==> src/core/foc_pkg.sv <==
// Constants of the flow output conditioning block.
// Assumes a 10 MHz clock and a strobe register port.
package foc_pkg;
   // ****************
   // Clock and timing
   // ****************
   localparam int unsigned CLK_HZ = 10_000_000;
   // Filter tick every 1 ms
   localparam int unsigned TICK_US = 1000;
   localparam int unsigned TICK_CYC = CLK_HZ / 1_000_000 * TICK_US;
   // Slug time in tenths of a second, 100 ticks each
   localparam int unsigned SLUG_UNIT_MS = 100;
   localparam logic [9:0] SLUG_TIME_MIN = 10'h001;
   localparam logic [9:0] SLUG_TIME_MAX = 10'h258;
   localparam logic [9:0] SLUG_TIME_RST = 10'h00A;
   // Calibration run length in ticks
   localparam int unsigned CAL_TICKS = 100;

   // ****************
   // Register offsets (index = parameter number)
   // ****************
   localparam logic [7:0] REG_SLUG_TIME = 8'h24;  // 36
   localparam logic [7:0] REG_SLUG_LOW = 8'h25;   // 37
   localparam logic [7:0] REG_SLUG_HIGH = 8'h26;  // 38
   localparam logic [7:0] REG_FLOW_DIR = 8'h27;   // 39
   localparam logic [7:0] REG_TEMP_DAMP = 8'h3D;  // 61
   localparam logic [7:0] REG_FLOW_DAMP = 8'h3E;  // 62
   localparam logic [7:0] REG_DENS_DAMP = 8'h3F;  // 63
   localparam logic [7:0] REG_CORE_STATUS = 8'h47; // 71
   localparam logic [7:0] REG_CAL_METHOD = 8'h48; // 72
   localparam logic [7:0] REG_IRQ_STATUS = 8'h80;
   localparam logic [7:0] REG_IRQ_ENABLE = 8'h81;
   localparam logic [7:0] REG_IRQ_CLEAR = 8'h82;

   // ****************
   // Fields and limits
   // ****************
   // Density in signed milli g/cc, 16 bits
   localparam logic signed [15:0] DENS_LIMIT_MIN = 16'shFF9C; // -0.1
   localparam logic signed [15:0] DENS_LIMIT_MAX = 16'sh1388; // 5.0
   localparam logic signed [15:0] SLUG_LOW_RST = 16'h0000;
   localparam logic signed [15:0] SLUG_HIGH_RST = 16'h1388;
   localparam logic [3:0] FLOW_DAMP_MAX = 4'hC;
   localparam logic [3:0] DENS_DAMP_MAX = 4'hA;
   localparam logic [3:0] TEMP_DAMP_MAX = 4'h8;
   // Interrupt bits
   localparam int unsigned IRQ_SLUG_ON = 0;
   localparam int unsigned IRQ_SLUG_TMO = 1;
   localparam int unsigned IRQ_CAL_DONE = 2;
   localparam int unsigned IRQ_BAD_WR = 3;
   localparam int unsigned IRQ_W = 4;
   // Core status codes
   localparam logic [1:0] CORE_IDLE = 2'h0;
   localparam logic [1:0] CORE_BUSY = 2'h1;
   localparam logic [1:0] CORE_CAL_OK = 2'h2;
   localparam logic [1:0] CORE_CAL_FAIL = 2'h3;

   typedef enum logic [2:0] {
      FOC_CAL_ZERO, FOC_CAL_CHAR, FOC_CAL_DENS_LO, FOC_CAL_DENS_HI,
      FOC_CAL_DENS_FLOW, FOC_CAL_TEMP_LO, FOC_CAL_TEMP_HI
   } foc_cal_method_e;

   // Damping time (ms) to shift k with 2^-k approx tick/tau
   function automatic logic [4:0] foc_shift_of_ms(input int unsigned ms);
      int unsigned k;
      k = 0;
      while (k < 20 && (TICK_US / 1000) * (1 << k) < ms) k = k + 1;
      return 5'(k);
   endfunction : foc_shift_of_ms
endpackage : foc_pkg

==> src/core/foc_top.sv <==
// Flow output conditioning: direction sign, first-order damping on flow,
// density and temperature, slug hold and zeroing, calibration sequencing.
// Assumes synchronous 10 MHz inputs and a one-cycle strobe register port.
// What this block does
// - Output sign is fluid direction XOR configured direction
// - Direction at index 39, 0 forward, 1 reverse, reset forward
// - Damping is first-order; step reaches 63% in set time
// - Flow damping code 62 decodes 0..12 to 0..480 s
// - Density damping code 63 decodes 0..10 to 0.3..480 s
// - Temperature damping code 61 decodes 0..8 to 0..120 s
// - Slug flagged when density below low or above high limit
// - During slug the last good flow is held; resumes afterward
// - Slug timer 0.1..60 s; on expiry flow goes to zero
// - Writing the method selector starts that calibration; a write while one is running starts nothing
// - Selector offers seven methods, zero through high temperature
// - Characterization accepts factors, runs no sequence
// - Finished calibration posts success or failure in status 71
//
// Added by the designer: the register addresses and the plain strobed port.
`timescale 1ns/100ps
module foc_top
#(
   parameter int unsigned DATA_W = 24
) (
   // Clock and reset
   input wire logic clk,
   input wire logic sys_rst,
   // Register port
   input wire logic [7:0] reg_addr,
   input wire logic [15:0] reg_wdata,
   input wire logic reg_wr,
   input wire logic reg_rd,
   output logic [15:0] reg_rdata,
   // Raw process variables, new sample each cycle
   input wire logic signed [DATA_W-1:0] flow_in,
   input wire logic fluid_reverse,
   input wire logic signed [15:0] dens_in,
   input wire logic signed [DATA_W-1:0] temp_in,
   // Calibration result from the measurement core
   input wire logic cal_fail,
   // Conditioned outputs
   output logic signed [DATA_W-1:0] flow_out,
   output logic signed [15:0] dens_out,
   output logic signed [DATA_W-1:0] temp_out,
   output logic slug_active,
   output logic cal_busy,
   output logic irq
);
   import foc_pkg::*;

   // ****************
   // Damping decode
   // ****************
   // Shift 31 marks pass-through (zero seconds)
   localparam logic [4:0] SHIFT_NONE = 5'h1F;
   localparam int unsigned TICKS_PER_SLUG_UNIT = SLUG_UNIT_MS * 1000 / TICK_US;

   function automatic logic [4:0] flow_shift(input logic [3:0] c);
      case (c)
         4'h0: return SHIFT_NONE;
         4'h1: return foc_shift_of_ms(100);
         4'h2: return foc_shift_of_ms(300);
         4'h3: return foc_shift_of_ms(800);
         4'h4: return foc_shift_of_ms(1700);
         4'h5: return foc_shift_of_ms(3500);
         4'h6: return foc_shift_of_ms(7000);
         4'h7: return foc_shift_of_ms(15000);
         4'h8: return foc_shift_of_ms(30000);
         4'h9: return foc_shift_of_ms(60000);
         4'hA: return foc_shift_of_ms(120000);
         4'hB: return foc_shift_of_ms(240000);
         default: return foc_shift_of_ms(480000);
      endcase
   endfunction : flow_shift

   function automatic logic [4:0] dens_shift(input logic [3:0] c);
      // Density code is the flow code shifted by two: no zero setting
      return flow_shift(c + 4'h2);
   endfunction : dens_shift

   function automatic logic [4:0] temp_shift(input logic [3:0] c);
      case (c)
         4'h0: return SHIFT_NONE;
         4'h1: return foc_shift_of_ms(300);
         4'h2: return foc_shift_of_ms(800);
         default: return flow_shift(c + 4'h2);
      endcase
   endfunction : temp_shift

   // ****************
   // Configuration registers
   // ****************
   logic flow_dir_reg, flow_dir_next;
   logic [3:0] flow_damp_reg, flow_damp_next;
   logic [3:0] dens_damp_reg, dens_damp_next;
   logic [3:0] temp_damp_reg, temp_damp_next;
   logic signed [15:0] slug_low_reg, slug_low_next;
   logic signed [15:0] slug_high_reg, slug_high_next;
   logic [9:0] slug_time_reg, slug_time_next;
   logic [2:0] cal_method_reg, cal_method_next;
   logic [IRQ_W-1:0] irq_en_reg, irq_en_next;
   logic bad_wr;
   logic cal_start;
   logic signed [15:0] wsig;

   assign wsig = reg_wdata;

   // Writes with range checks; illegal values keep the old setting
   always_comb begin
      flow_dir_next = flow_dir_reg;
      flow_damp_next = flow_damp_reg;
      dens_damp_next = dens_damp_reg;
      temp_damp_next = temp_damp_reg;
      slug_low_next = slug_low_reg;
      slug_high_next = slug_high_reg;
      slug_time_next = slug_time_reg;
      cal_method_next = cal_method_reg;
      irq_en_next = irq_en_reg;
      bad_wr = 1'b0;
      cal_start = 1'b0;
      if (reg_wr) begin
         case (reg_addr)
            REG_FLOW_DIR: if (reg_wdata[15:1] == 15'h0000) flow_dir_next = reg_wdata[0];
               else bad_wr = 1'b1;
            REG_FLOW_DAMP: if (reg_wdata <= 16'(FLOW_DAMP_MAX)) flow_damp_next = reg_wdata[3:0];
               else bad_wr = 1'b1;
            REG_DENS_DAMP: if (reg_wdata <= 16'(DENS_DAMP_MAX)) dens_damp_next = reg_wdata[3:0];
               else bad_wr = 1'b1;
            REG_TEMP_DAMP: if (reg_wdata <= 16'(TEMP_DAMP_MAX)) temp_damp_next = reg_wdata[3:0];
               else bad_wr = 1'b1;
            REG_SLUG_LOW: if (wsig >= DENS_LIMIT_MIN && wsig <= DENS_LIMIT_MAX)
               slug_low_next = wsig;
               else bad_wr = 1'b1;
            REG_SLUG_HIGH: if (wsig >= DENS_LIMIT_MIN && wsig <= DENS_LIMIT_MAX)
               slug_high_next = wsig;
               else bad_wr = 1'b1;
            REG_SLUG_TIME: if (reg_wdata >= 16'(SLUG_TIME_MIN) && reg_wdata <= 16'(SLUG_TIME_MAX))
               slug_time_next = reg_wdata[9:0];
               else bad_wr = 1'b1;
            REG_CAL_METHOD: if (reg_wdata <= 16'(FOC_CAL_TEMP_HI)) begin
               cal_method_next = reg_wdata[2:0];
               cal_start = 1'b1;
            end else bad_wr = 1'b1;
            REG_IRQ_ENABLE: irq_en_next = reg_wdata[IRQ_W-1:0];
            default: ;
         endcase
      end
   end

   // Register the configuration
   always_ff @(posedge clk) begin
      if (sys_rst) begin
         flow_dir_reg <= 1'b0;
         flow_damp_reg <= 4'h0;
         dens_damp_reg <= 4'h0;
         temp_damp_reg <= 4'h0;
         slug_low_reg <= SLUG_LOW_RST;
         slug_high_reg <= SLUG_HIGH_RST;
         slug_time_reg <= SLUG_TIME_RST;
         cal_method_reg <= 3'h0;
         irq_en_reg <= '0;
      end else begin
         flow_dir_reg <= flow_dir_next;
         flow_damp_reg <= flow_damp_next;
         dens_damp_reg <= dens_damp_next;
         temp_damp_reg <= temp_damp_next;
         slug_low_reg <= slug_low_next;
         slug_high_reg <= slug_high_next;
         slug_time_reg <= slug_time_next;
         cal_method_reg <= cal_method_next;
         irq_en_reg <= irq_en_next;
      end
   end

   // ****************
   // Tick divider and filters
   // ****************
   logic [15:0] tick_cnt_reg, tick_cnt_next;
   logic tick;
   // Filters step once per tick so long time constants fit in a shift
   always_comb begin
      tick = (tick_cnt_reg == 16'(TICK_CYC - 1));
      tick_cnt_next = tick ? 16'h0000 : tick_cnt_reg + 16'h0001;
   end
   always_ff @(posedge clk) begin
      if (sys_rst) tick_cnt_reg <= 16'h0000;
      else tick_cnt_reg <= tick_cnt_next;
   end

   logic signed [DATA_W-1:0] flow_signed;
   logic signed [DATA_W-1:0] flow_filt, temp_filt;
   logic signed [15:0] dens_filt;
   // Sense flips when fluid direction and setting differ
   assign flow_signed = (fluid_reverse ^ flow_dir_reg) ? -flow_in : flow_in;

   foc_damp #(.W(DATA_W)) u_flow_damp (.clk(clk), .sys_rst(sys_rst), .tick(tick),
      .shift(flow_shift(flow_damp_reg)), .din(flow_signed), .dout(flow_filt));
   foc_damp #(.W(16)) u_dens_damp (.clk(clk), .sys_rst(sys_rst), .tick(tick),
      .shift(dens_shift(dens_damp_reg)), .din(dens_in), .dout(dens_filt));
   foc_damp #(.W(DATA_W)) u_temp_damp (.clk(clk), .sys_rst(sys_rst), .tick(tick),
      .shift(temp_shift(temp_damp_reg)), .din(temp_in), .dout(temp_filt));

   // ****************
   // Slug hold, timer, outputs, calibration, interrupts
   // ****************
   typedef enum {FOC_ST_IDLE, FOC_ST_RUN} foc_cal_st_e;
   foc_cal_st_e cal_st_reg, cal_st_next;
   logic [6:0] cal_cnt_reg, cal_cnt_next;
   logic [1:0] core_reg, core_next;
   logic slug_now;
   logic [15:0] slug_cnt_reg, slug_cnt_next;
   logic signed [DATA_W-1:0] flow_out_next, good_reg, good_next;
   logic slug_tmo;
   logic [IRQ_W-1:0] irq_st_reg, irq_st_next, irq_ev;
   logic [15:0] rdata_next;

   always_comb begin
      slug_now = (dens_in < slug_low_reg) || (dens_in > slug_high_reg);
      slug_tmo = slug_now && (slug_cnt_reg >= 16'(slug_time_reg * TICKS_PER_SLUG_UNIT));
      slug_cnt_next = !slug_now ? 16'h0000
         : (tick && !slug_tmo) ? slug_cnt_reg + 16'h0001 : slug_cnt_reg;
      good_next = slug_now ? good_reg : flow_filt;
      if (!slug_now) flow_out_next = flow_filt;
      else if (slug_tmo) flow_out_next = '0;
      else flow_out_next = good_reg;
      // Calibration sequencer; characterization only accepts factors
      cal_st_next = cal_st_reg;
      cal_cnt_next = cal_cnt_reg;
      core_next = core_reg;
      irq_ev = '0;
      case (cal_st_reg)
         FOC_ST_IDLE: if (cal_start) begin
            if (cal_method_next == 3'(FOC_CAL_CHAR)) begin
               core_next = CORE_CAL_OK;
               irq_ev[IRQ_CAL_DONE] = 1'b1;
            end else begin
               cal_st_next = FOC_ST_RUN;
               cal_cnt_next = 7'h00;
               core_next = CORE_BUSY;
            end
         end
         FOC_ST_RUN: if (tick) begin
            if (cal_cnt_reg == 7'(CAL_TICKS - 1)) begin
               cal_st_next = FOC_ST_IDLE;
               core_next = cal_fail ? CORE_CAL_FAIL : CORE_CAL_OK;
               irq_ev[IRQ_CAL_DONE] = 1'b1;
            end else cal_cnt_next = cal_cnt_reg + 7'h01;
         end
         default: cal_st_next = FOC_ST_IDLE;
      endcase
      irq_ev[IRQ_SLUG_ON] = slug_now && !slug_active;
      irq_ev[IRQ_SLUG_TMO] = slug_tmo && flow_out != '0 && flow_out_next == '0;
      irq_ev[IRQ_BAD_WR] = bad_wr;
      // Set wins over a clear in the same cycle
      irq_st_next = irq_st_reg;
      if (reg_wr && reg_addr == REG_IRQ_CLEAR) irq_st_next = irq_st_reg & ~reg_wdata[IRQ_W-1:0];
      irq_st_next = irq_st_next | irq_ev;
      case (reg_addr)
         REG_FLOW_DIR: rdata_next = {15'h0000, flow_dir_reg};
         REG_FLOW_DAMP: rdata_next = {12'h000, flow_damp_reg};
         REG_DENS_DAMP: rdata_next = {12'h000, dens_damp_reg};
         REG_TEMP_DAMP: rdata_next = {12'h000, temp_damp_reg};
         REG_SLUG_LOW: rdata_next = slug_low_reg;
         REG_SLUG_HIGH: rdata_next = slug_high_reg;
         REG_SLUG_TIME: rdata_next = {6'h00, slug_time_reg};
         REG_CAL_METHOD: rdata_next = {13'h0000, cal_method_reg};
         REG_CORE_STATUS: rdata_next = {14'h0000, core_reg};
         REG_IRQ_STATUS: rdata_next = 16'(irq_st_reg);
         REG_IRQ_ENABLE: rdata_next = 16'(irq_en_reg);
         default: rdata_next = 16'h0000;
      endcase
      if (!reg_rd) rdata_next = 16'h0000;
   end

   // Register outputs and state
   always_ff @(posedge clk) begin
      if (sys_rst) begin
         slug_cnt_reg <= 16'h0000;
         good_reg <= '0;
         flow_out <= '0;
         dens_out <= '0;
         temp_out <= '0;
         slug_active <= 1'b0;
         cal_st_reg <= FOC_ST_IDLE;
         cal_cnt_reg <= 7'h00;
         core_reg <= CORE_IDLE;
         cal_busy <= 1'b0;
         irq_st_reg <= '0;
         irq <= 1'b0;
         reg_rdata <= 16'h0000;
      end else begin
         slug_cnt_reg <= slug_cnt_next;
         good_reg <= good_next;
         flow_out <= flow_out_next;
         dens_out <= dens_filt;
         temp_out <= temp_filt;
         slug_active <= slug_now;
         cal_st_reg <= cal_st_next;
         cal_cnt_reg <= cal_cnt_next;
         core_reg <= core_next;
         cal_busy <= (cal_st_next == FOC_ST_RUN);
         irq_st_reg <= irq_st_next;
         irq <= |(irq_st_next & irq_en_next);
         reg_rdata <= rdata_next;
      end
   end
endmodule : foc_top

// ****************
// First-order damping stage
// ****************
module foc_damp #(
   parameter int unsigned W = 24
) (
   // Clock, reset, step enable
   input wire logic clk,
   input wire logic sys_rst,
   input wire logic tick,
   // Shift and samples
   input wire logic [4:0] shift,
   input wire logic signed [W-1:0] din,
   output logic signed [W-1:0] dout
);
   // Extra fraction bits keep small steps from stalling
   logic signed [W+23:0] acc_reg, acc_next;
   logic signed [W+23:0] din_x;
   always_comb begin
      din_x = {din, 24'h000000};
      if (shift == 5'h1F) acc_next = din_x;
      else if (tick) acc_next = acc_reg + ((din_x - acc_reg) >>> shift);
      else acc_next = acc_reg;
      dout = (shift == 5'h1F) ? din : acc_reg[W+23:24];
   end
   always_ff @(posedge clk) begin
      if (sys_rst) acc_reg <= '0;
      else acc_reg <= acc_next;
   end
endmodule : foc_damp

==> config.mk <==
export PLATFORM = sky130hd
export DESIGN_NAME = foc_top
export DESIGN_NICKNAME = d
export VERILOG_FILES = /design/src/core/foc_pkg.sv /design/src/core/foc_top.sv
export SDC_FILE = /design/constraint.sdc
export NUM_CORES = 2
export LEC_CHECK = 0
export BUFFER_PORTS_ARGS = -buffer_cell sky130_fd_sc_hd__clkbuf_2
export CAP_MARGIN = 5
export CORE_MARGIN = 4
export CORE_UTILIZATION = 57
export DETAILED_ROUTE_END_ITERATION = 8
export PLACE_DENSITY = 0.77
export SLEW_MARGIN = 20
export SYNTH_ARGS = -nofsm -noshare
export SYNTH_HDL_FRONTEND = slang
export SYNTH_HIERARCHICAL = 1
export SYNTH_SLANG_ARGS = --single-unit
==> constraint.sdc <==
create_clock -name clk -period 8.75 [get_ports clk]
set_input_delay 0.875 -clock clk [delete_from_list [all_inputs] [get_ports clk]]
set_output_delay 0.875 -clock clk [all_outputs]
set_load 0.02 [all_outputs]
# ---- Word-level counts from Yosys, hierarchy flattened
# Memories as Yosys holds them, arrays and structs flattened. A register that Yosys moved wholly into a read port is not among the register bits.
# Cells that the tools add are included.
dict set report totals {
  mem_bits_ro 240
  inputBits 94
  out_inout_bits 83
  register_bits 382
  memories 3
  elab_cells 185
}
dict set report classes {
  muxes 55
  order_cmp 11
  n_reduce_logical 37
  n_shift 3
  n_bitwise 7
  mul 1
  n_eq_ne 27
  addsub 12
}
# name depth width rd rd_ports_with_merged_regs write_ports line
set mem_list {}
lappend mem_list {{(no name shown)} 16 5 1 0 0 foc_top.sv:59} ;# case (c)
lappend mem_list {{(no name shown)} 16 5 1 0 0 foc_top.sv:59}
lappend mem_list {{(no name shown)} 16 5 1 1 0 foc_top.sv:59}
# cell n
set op_table {}
lappend op_table {{$mux 48} 4}
lappend op_table {{$pmux 16 s11} 1}
lappend op_table {{$mux 32} 4}
lappend op_table {{$mux 24} 5}
lappend op_table {{$add 48x48->48} 2}
lappend op_table {{$sshr 48x5->48} 2}
lappend op_table {{$sub 48x48->48} 2}
lappend op_table {{$mux 40} 2}
lappend op_table {{$pmux 32 s2} 1}
lappend op_table {{$eq 8x6->1 const B} 7}
lappend op_table {{$le 16x4->1 const B} 3}
lappend op_table {{$add 40x40->40} 1}
lappend op_table {{$sshr 40x5->40} 1}
lappend op_table {{$sub 40x40->40} 1}
lappend op_table {{$add 16x1->16 const B} 2}
lappend op_table {{$eq 32x1->1 const B} 1}
lappend op_table {{$eq 32x2->1 const B} 1}
lappend op_table {{$logic_not 32->1} 1}
lappend op_table {{$mux 7} 4}
lappend op_table {{$eq 8x8->1 const B} 3}
lappend op_table {{$logic_not 24->1} 1}
lappend op_table {{$neg 24->24} 1}
lappend op_table {{$reduce_bool 24->1} 1}
lappend op_table {{$reduce_and 3->1} 7}
lappend op_table {{other kinds (44)} 95}

# ---- Longest topological paths before layout
dict set report logic_depth {
  depth_word 11
  mapped_depth 32
  depth_no_buf 30
}

# ---- Modules after synthesis
# Netlist, hierarchy kept.
# mod area_each_um2 cells_per_inst seq_area_each_um2 instances
set by_module_without_submodules {}
lappend by_module_without_submodules {{foc_damp at u_flow_damp ...} 10771.6 1549 960.9 2}
lappend by_module_without_submodules {foc_top 12162.9 1333 5024.8 1}
lappend by_module_without_submodules {{foc_damp at u_dens_damp} 8470.6 1236 800.8 1}

# ---- Least setup slack after synthesis
# OpenSTA, ideal clock, no wires.
dict set report synth_path {
  path_kind {input-to-reg}
  startpoint {in flow_in[4]}
  endpoint {reg u_flow_damp.acc_reg[42]}
  path_buffers 0
  required_time_ps 8659
  setup_ps 91
  path_stages 28
  t_arrival_ps 7512
  setup_slack_ps 1147
  path_cell_list {nor3_1 -> nand2b_1 -> or4_1 -> nor4_2 -> nor2_1 -> xor2_1 -> ha_1 -> a211o_1 -> a2111o_1 -> and2_0 -> a211oi_1 -> a31oi_1 -> or3_1 -> o221a_2 -> mux2_2 -> mux2_2 -> a21oi_1 -> ha_1 -> nand2_1 -> nor3_1 -> a211oi_1 -> o32ai_1 -> a211oi_1 -> o21ai_0 -> a31oi_1 -> o221ai_1 -> xnor2_1 -> a311oi_1}
}
dict set report synth_via {
  elab_chain_len 7
}
# element line
set synth_rtl {}
lappend synth_rtl {{from (decl)} foc_top.sv:35} ;# input wire logic signed [DATA_W-1:0] flow_in,
lappend synth_rtl {{$neg 24->24} foc_top.sv:194} ;# assign flow_signed = (fluid_reverse ^ flow_dir_reg) ? -flow_in : flow_in;
lappend synth_rtl {{$mux 24} foc_top.sv:194}
lappend synth_rtl {{net flow_signed[13]} foc_top.sv:190} ;# logic signed [DATA_W-1:0] flow_signed;
lappend synth_rtl {{$sub 48x48->48} foc_top.sv:330} ;# else if (tick) acc_next = acc_reg + ((din_x - acc_reg) >>> shift);
lappend synth_rtl {{$sshr 48x5->48} foc_top.sv:330}
lappend synth_rtl {{$add 48x48->48} foc_top.sv:330}
lappend synth_rtl {{$mux 48} foc_top.sv:330}
lappend synth_rtl {{$mux 48} foc_top.sv:329} ;# if (shift == 5'h1F) acc_next = din_x;
lappend synth_rtl {{to (signal assigned)} foc_top.sv:336} ;# else acc_reg <= acc_next;
lappend synth_rtl {{to (decl)} foc_top.sv:325} ;# logic signed [W+23:0] acc_reg, acc_next;
# The timed path passes the listed nets, and every way through them passes these cells. The select of a mux whose other input is x is not followed.
# A chain may end at the register's enable or synchronous reset.

# ---- Worst setup path after layout
dict set report layout_path {
  startpoint {in flow_in[2]}
  endpoint {reg u_flow_damp.acc_reg[38]}
}
# The elaborated chain is that of the path after synthesis.

==> flow_metrics.py <==
metrics = {
    "synthesis": {
        "synthCells": 5667,
        "syn_avg_cell_area_um2": 7.443,
        "synthTopCellsByArea": "dfxtp_1, ha_1, mux2i_1",
        "netlist_area_mm2": 0.04218,
        "yosysMostFrequentCell": "nor2_1",
        "netlist.area_leader.share_pct": 18.37,
        "synthArstFlopShare_pct": 0,
        "synthTopCellsByCount": "nor2_1, nand2_1, a21oi_1",
        "ys.flop_type": "dfxtp_1",
        "ys_seq_area_share_pct": 18.37,
        "ys_warn_count": 6,
        "yosysTopAreaCell": "dfxtp_1",
        "synthDistinctLibCells": 113,
        "synth_edf_count": 0,
        "ys_ff_latch": 387,
    },
    "sta": {
        "fin_skew_ns": 0.03186,
        "period_minus_slack_ns": 8.114,
        "finalCritPeriodShare_pct": 92.73,
        "report.final.hold_viol_count": 0,
        "tns_ns": 0,
        "drv_slew": 0,
        "tightest_slew_ns": 1.048,
        "clock.fmax_mhz": 123.2,
        "slew_headroom_pct": 30.00,
        "grt_setup_unrepaired": "false",
        "final-setup-viol-count": 0,
    },
    "layout": {
        "syn_to_final_growth_pct": 6.909,
        "fin_nets": 6021,
        "drive_gt1_share_pct": 10.00,
    },
    "cts": {
        "cts_setup_buffers": 0,
        "hold_buffers": 0,
        "clkTransAtPathRegs_ns": 0.07,
        "clock-sinks": 387,
        "clock-root-buffer": "clkbuf_16",
        "cts-buffers-inserted": 45,
        "clock_latency_ns": 0.61,
        "clockBufferDepth": 3,
        "cts_resized": 0,
        "cts_tree": "done",
        "h-tree-depth": 2,
    },
    "routing": {
        "via_per_inst": 6.640,
        "drtAntennaViolNets": 0,
        "detail_route.wl_per_cell_um": 21.07,
        "vias": 43960,
        "wl_um": 139500,
        "drt_pre_antenna_iters": 7,
        "drc": 0,
        "drt-initial-drc-count": 5219,
    },
    "floorplan": {
        "start_util_pct": 57.61,
        "fp.dieH_um": 280.0,
        "io_pins": 177,
        "core_mm2": 0.07321,
        "die-width_um": 280.0,
        "fp.dieArea_mm2": 0.07841,
        "fp-row-count": 99,
    },
    "hold_path": {
        "holdCritPathClass": "reg -> reg",
        "hold_end": "tick_cnt_reg[0]",
        "whs_path_depth": 1,
        "hp-start": "tick_cnt_reg[0]",
    },
    "power": {
        "leakagePower_uw": 0.01892,
        "irDropWorstVdd_uv": 147.0,
        "p_per_area_mw_per_mm2": 142.0,
        "total_power_uw": 6401,
    },
    "worst_setup_path": {
        "end_kind": "flop",
        "cp_top_family": "simple AND/OR/NAND/NOR gates",
        "r2r_cells": 25,
        "critPathBufInv": 4,
        "slowest_delay_ns": 0.50,
        "crit_fanout": 9,
        "critPathLaunchType": "input pin",
        "cp_slowest_cell": "or4_1",
        "rrSetupSlack_ns": 0.76,
        "critPathKind": "in -> reg",
        "crit_arrival_ns": 8.63,
        "critPathRequiredTime_ns": 9.27,
        "r2r-end": "u_temp_damp/acc_reg[42]",
        "rr_startpoint": "temp_damp_reg[1]",
    },
    "global_routing": {
        "grt_antenna_before_repair": 2,
        "grt_pass1_wl_um": 218000,
        "grt.total_usage_pct": 33.61,
        "grt_max_degree": 96,
        "gr-total-overflow": 0,
        "grt_pass1_vias": 39961,
    },
    "place": {
        "hpwl_um": 105600,
        "port_buffers": 176,
        "gp_congestion": 0.9867,
    },
    "outcome": {
        "status": "finished, final reports clean",
    },
    "run": {
        "cap_violations": 0,
    },
}
[cells in the final DEF (no fill, tap or decap), types with 49 or more instances in the layout]
| cell type | n |
|---|---|
| nor4_1 | 49 |
| nand2_1 | 507 |
| xnor2_1 | 153 |
| nor2_1 | 642 |
| o31ai_1 | 65 |
| a211oi_1 | 136 |
| dfxtp_1 | 385 |
| clkbuf_2 | 175 |
| a21oi_1 | 446 |
| mux2_2 | 57 |
| o211ai_1 | 68 |
| inv_1 | 246 |
| nand4_1 | 74 |
| mux2i_1 | 322 |
| o21ai_0 | 334 |
| and3_1 | 49 |
| xor2_1 | 75 |
| nor2b_1 | 65 |
| buf_4 | 78 |
| mux4_2 | 49 |
| a21o_1 | 122 |
| ha_1 | 296 |
| a31oi_1 | 63 |
| nand3_1 | 131 |
| nor3_1 | 161 |
[per-stage QoR]
| step | cells | util (%) | setup slack (ns) | hold WS [ns] | instance area, um2 |
|---|---|---|---|---|---|
| CTS | 6618 | 61.59 | 0.8070 | 0.4598 | 45090 |
| floorplan | 5697 | - | 1.147 | 0.4175 | 42290 |
| global placement | 6535 | 59.44 | 0.3208 | 0.4304 | 43510 |
| global route | 6619 | 61.59 | 0.002349 | 0.4709 | 45090 |
| finish | 6620 | 61.59 | 0.6361 | 0.4579 | 45090 |
| detailed placement | 6535 | 59.44 | 0.1950 | 0.4458 | 43510 |
[final cells by class]
| class | count | area, um2 |
|---|---|---|
| Antenna cell | 2 | 5.005 |
| Clock buffer | 54 | 1200 |
| Clock inverter | 29 | 372.9 |
| Fill cell | 6695 | 28120 |
| Inverter | 253 | 957.2 |
| Multi-Input combinational cell | 4681 | 32110 |
| Sequential cell | 387 | 7750 |
| Tap cell | 959 | 1200 |
| Timing Repair Buffer | 255 | 1493 |
[power breakdown]
part	internal [uW]	leakage, uW	switching (uW)
logic	957	0.0150	1600
registers	1810	0.00316	32.1
clock network	1150	0.000757	856
[layer usage]
| layer | share of wire, % | track usage [%] |
|---|---|---|
| met1 | 42 | 45.15 |
| met5 | 0 | 0 |
| met2 | 44 | 53.18 |
| met3 | 9.3 | 5.850 |
| met4 | 4.8 | 14.78 |
[worst max-delay path by stage]
| stage | from | endpoint | slack (ns) | cells past startpoint |
|---|---|---|---|---|
| 6_report | flow_in[2] | u_flow_damp/acc_reg[38] | 0.64 | 31 |
| 5_1_grt | flow_in[2] | u_flow_damp/acc_reg[41] | 0.002 | 29 |
| 4_1_cts | flow_in[2] | u_flow_damp/acc_reg[38] | 0.81 | 30 |
| 3_5_place_dp | flow_in[2] | u_flow_damp/acc_reg[38] | 0.20 | 30 |
| 3_3_place_gp | flow_in[2] | u_flow_damp/acc_reg[38] | 0.32 | 30 |
| 2_1_floorplan | flow_in[4] | u_flow_damp/acc_reg[42] | 1.15 | 28 |
[kinds of logic (layout without fill, tap and decap cells)]
| family | after synthesis | in the layout | share of synthesized area, % |
|---|---|---|---|
| AND/OR/NAND/NOR | 1969 | 1969 | 22.65 |
| AO/OA/AOI/OAI | 1711 | 1711 | 26.84 |
| buffers and inverters | 629 | 591 | 6.055 |
| multiplexers | 432 | 432 | 11.98 |
| flip-flops | 387 | 387 | 18.37 |
| adder cells (fa/ha/maj) | 304 | 304 | 9.161 |
| XOR/XNOR | 234 | 234 | 4.948 |
| other | 1 | 33 | 0.008891 |
Note: power is estimated with default switching activity, not from simulation.
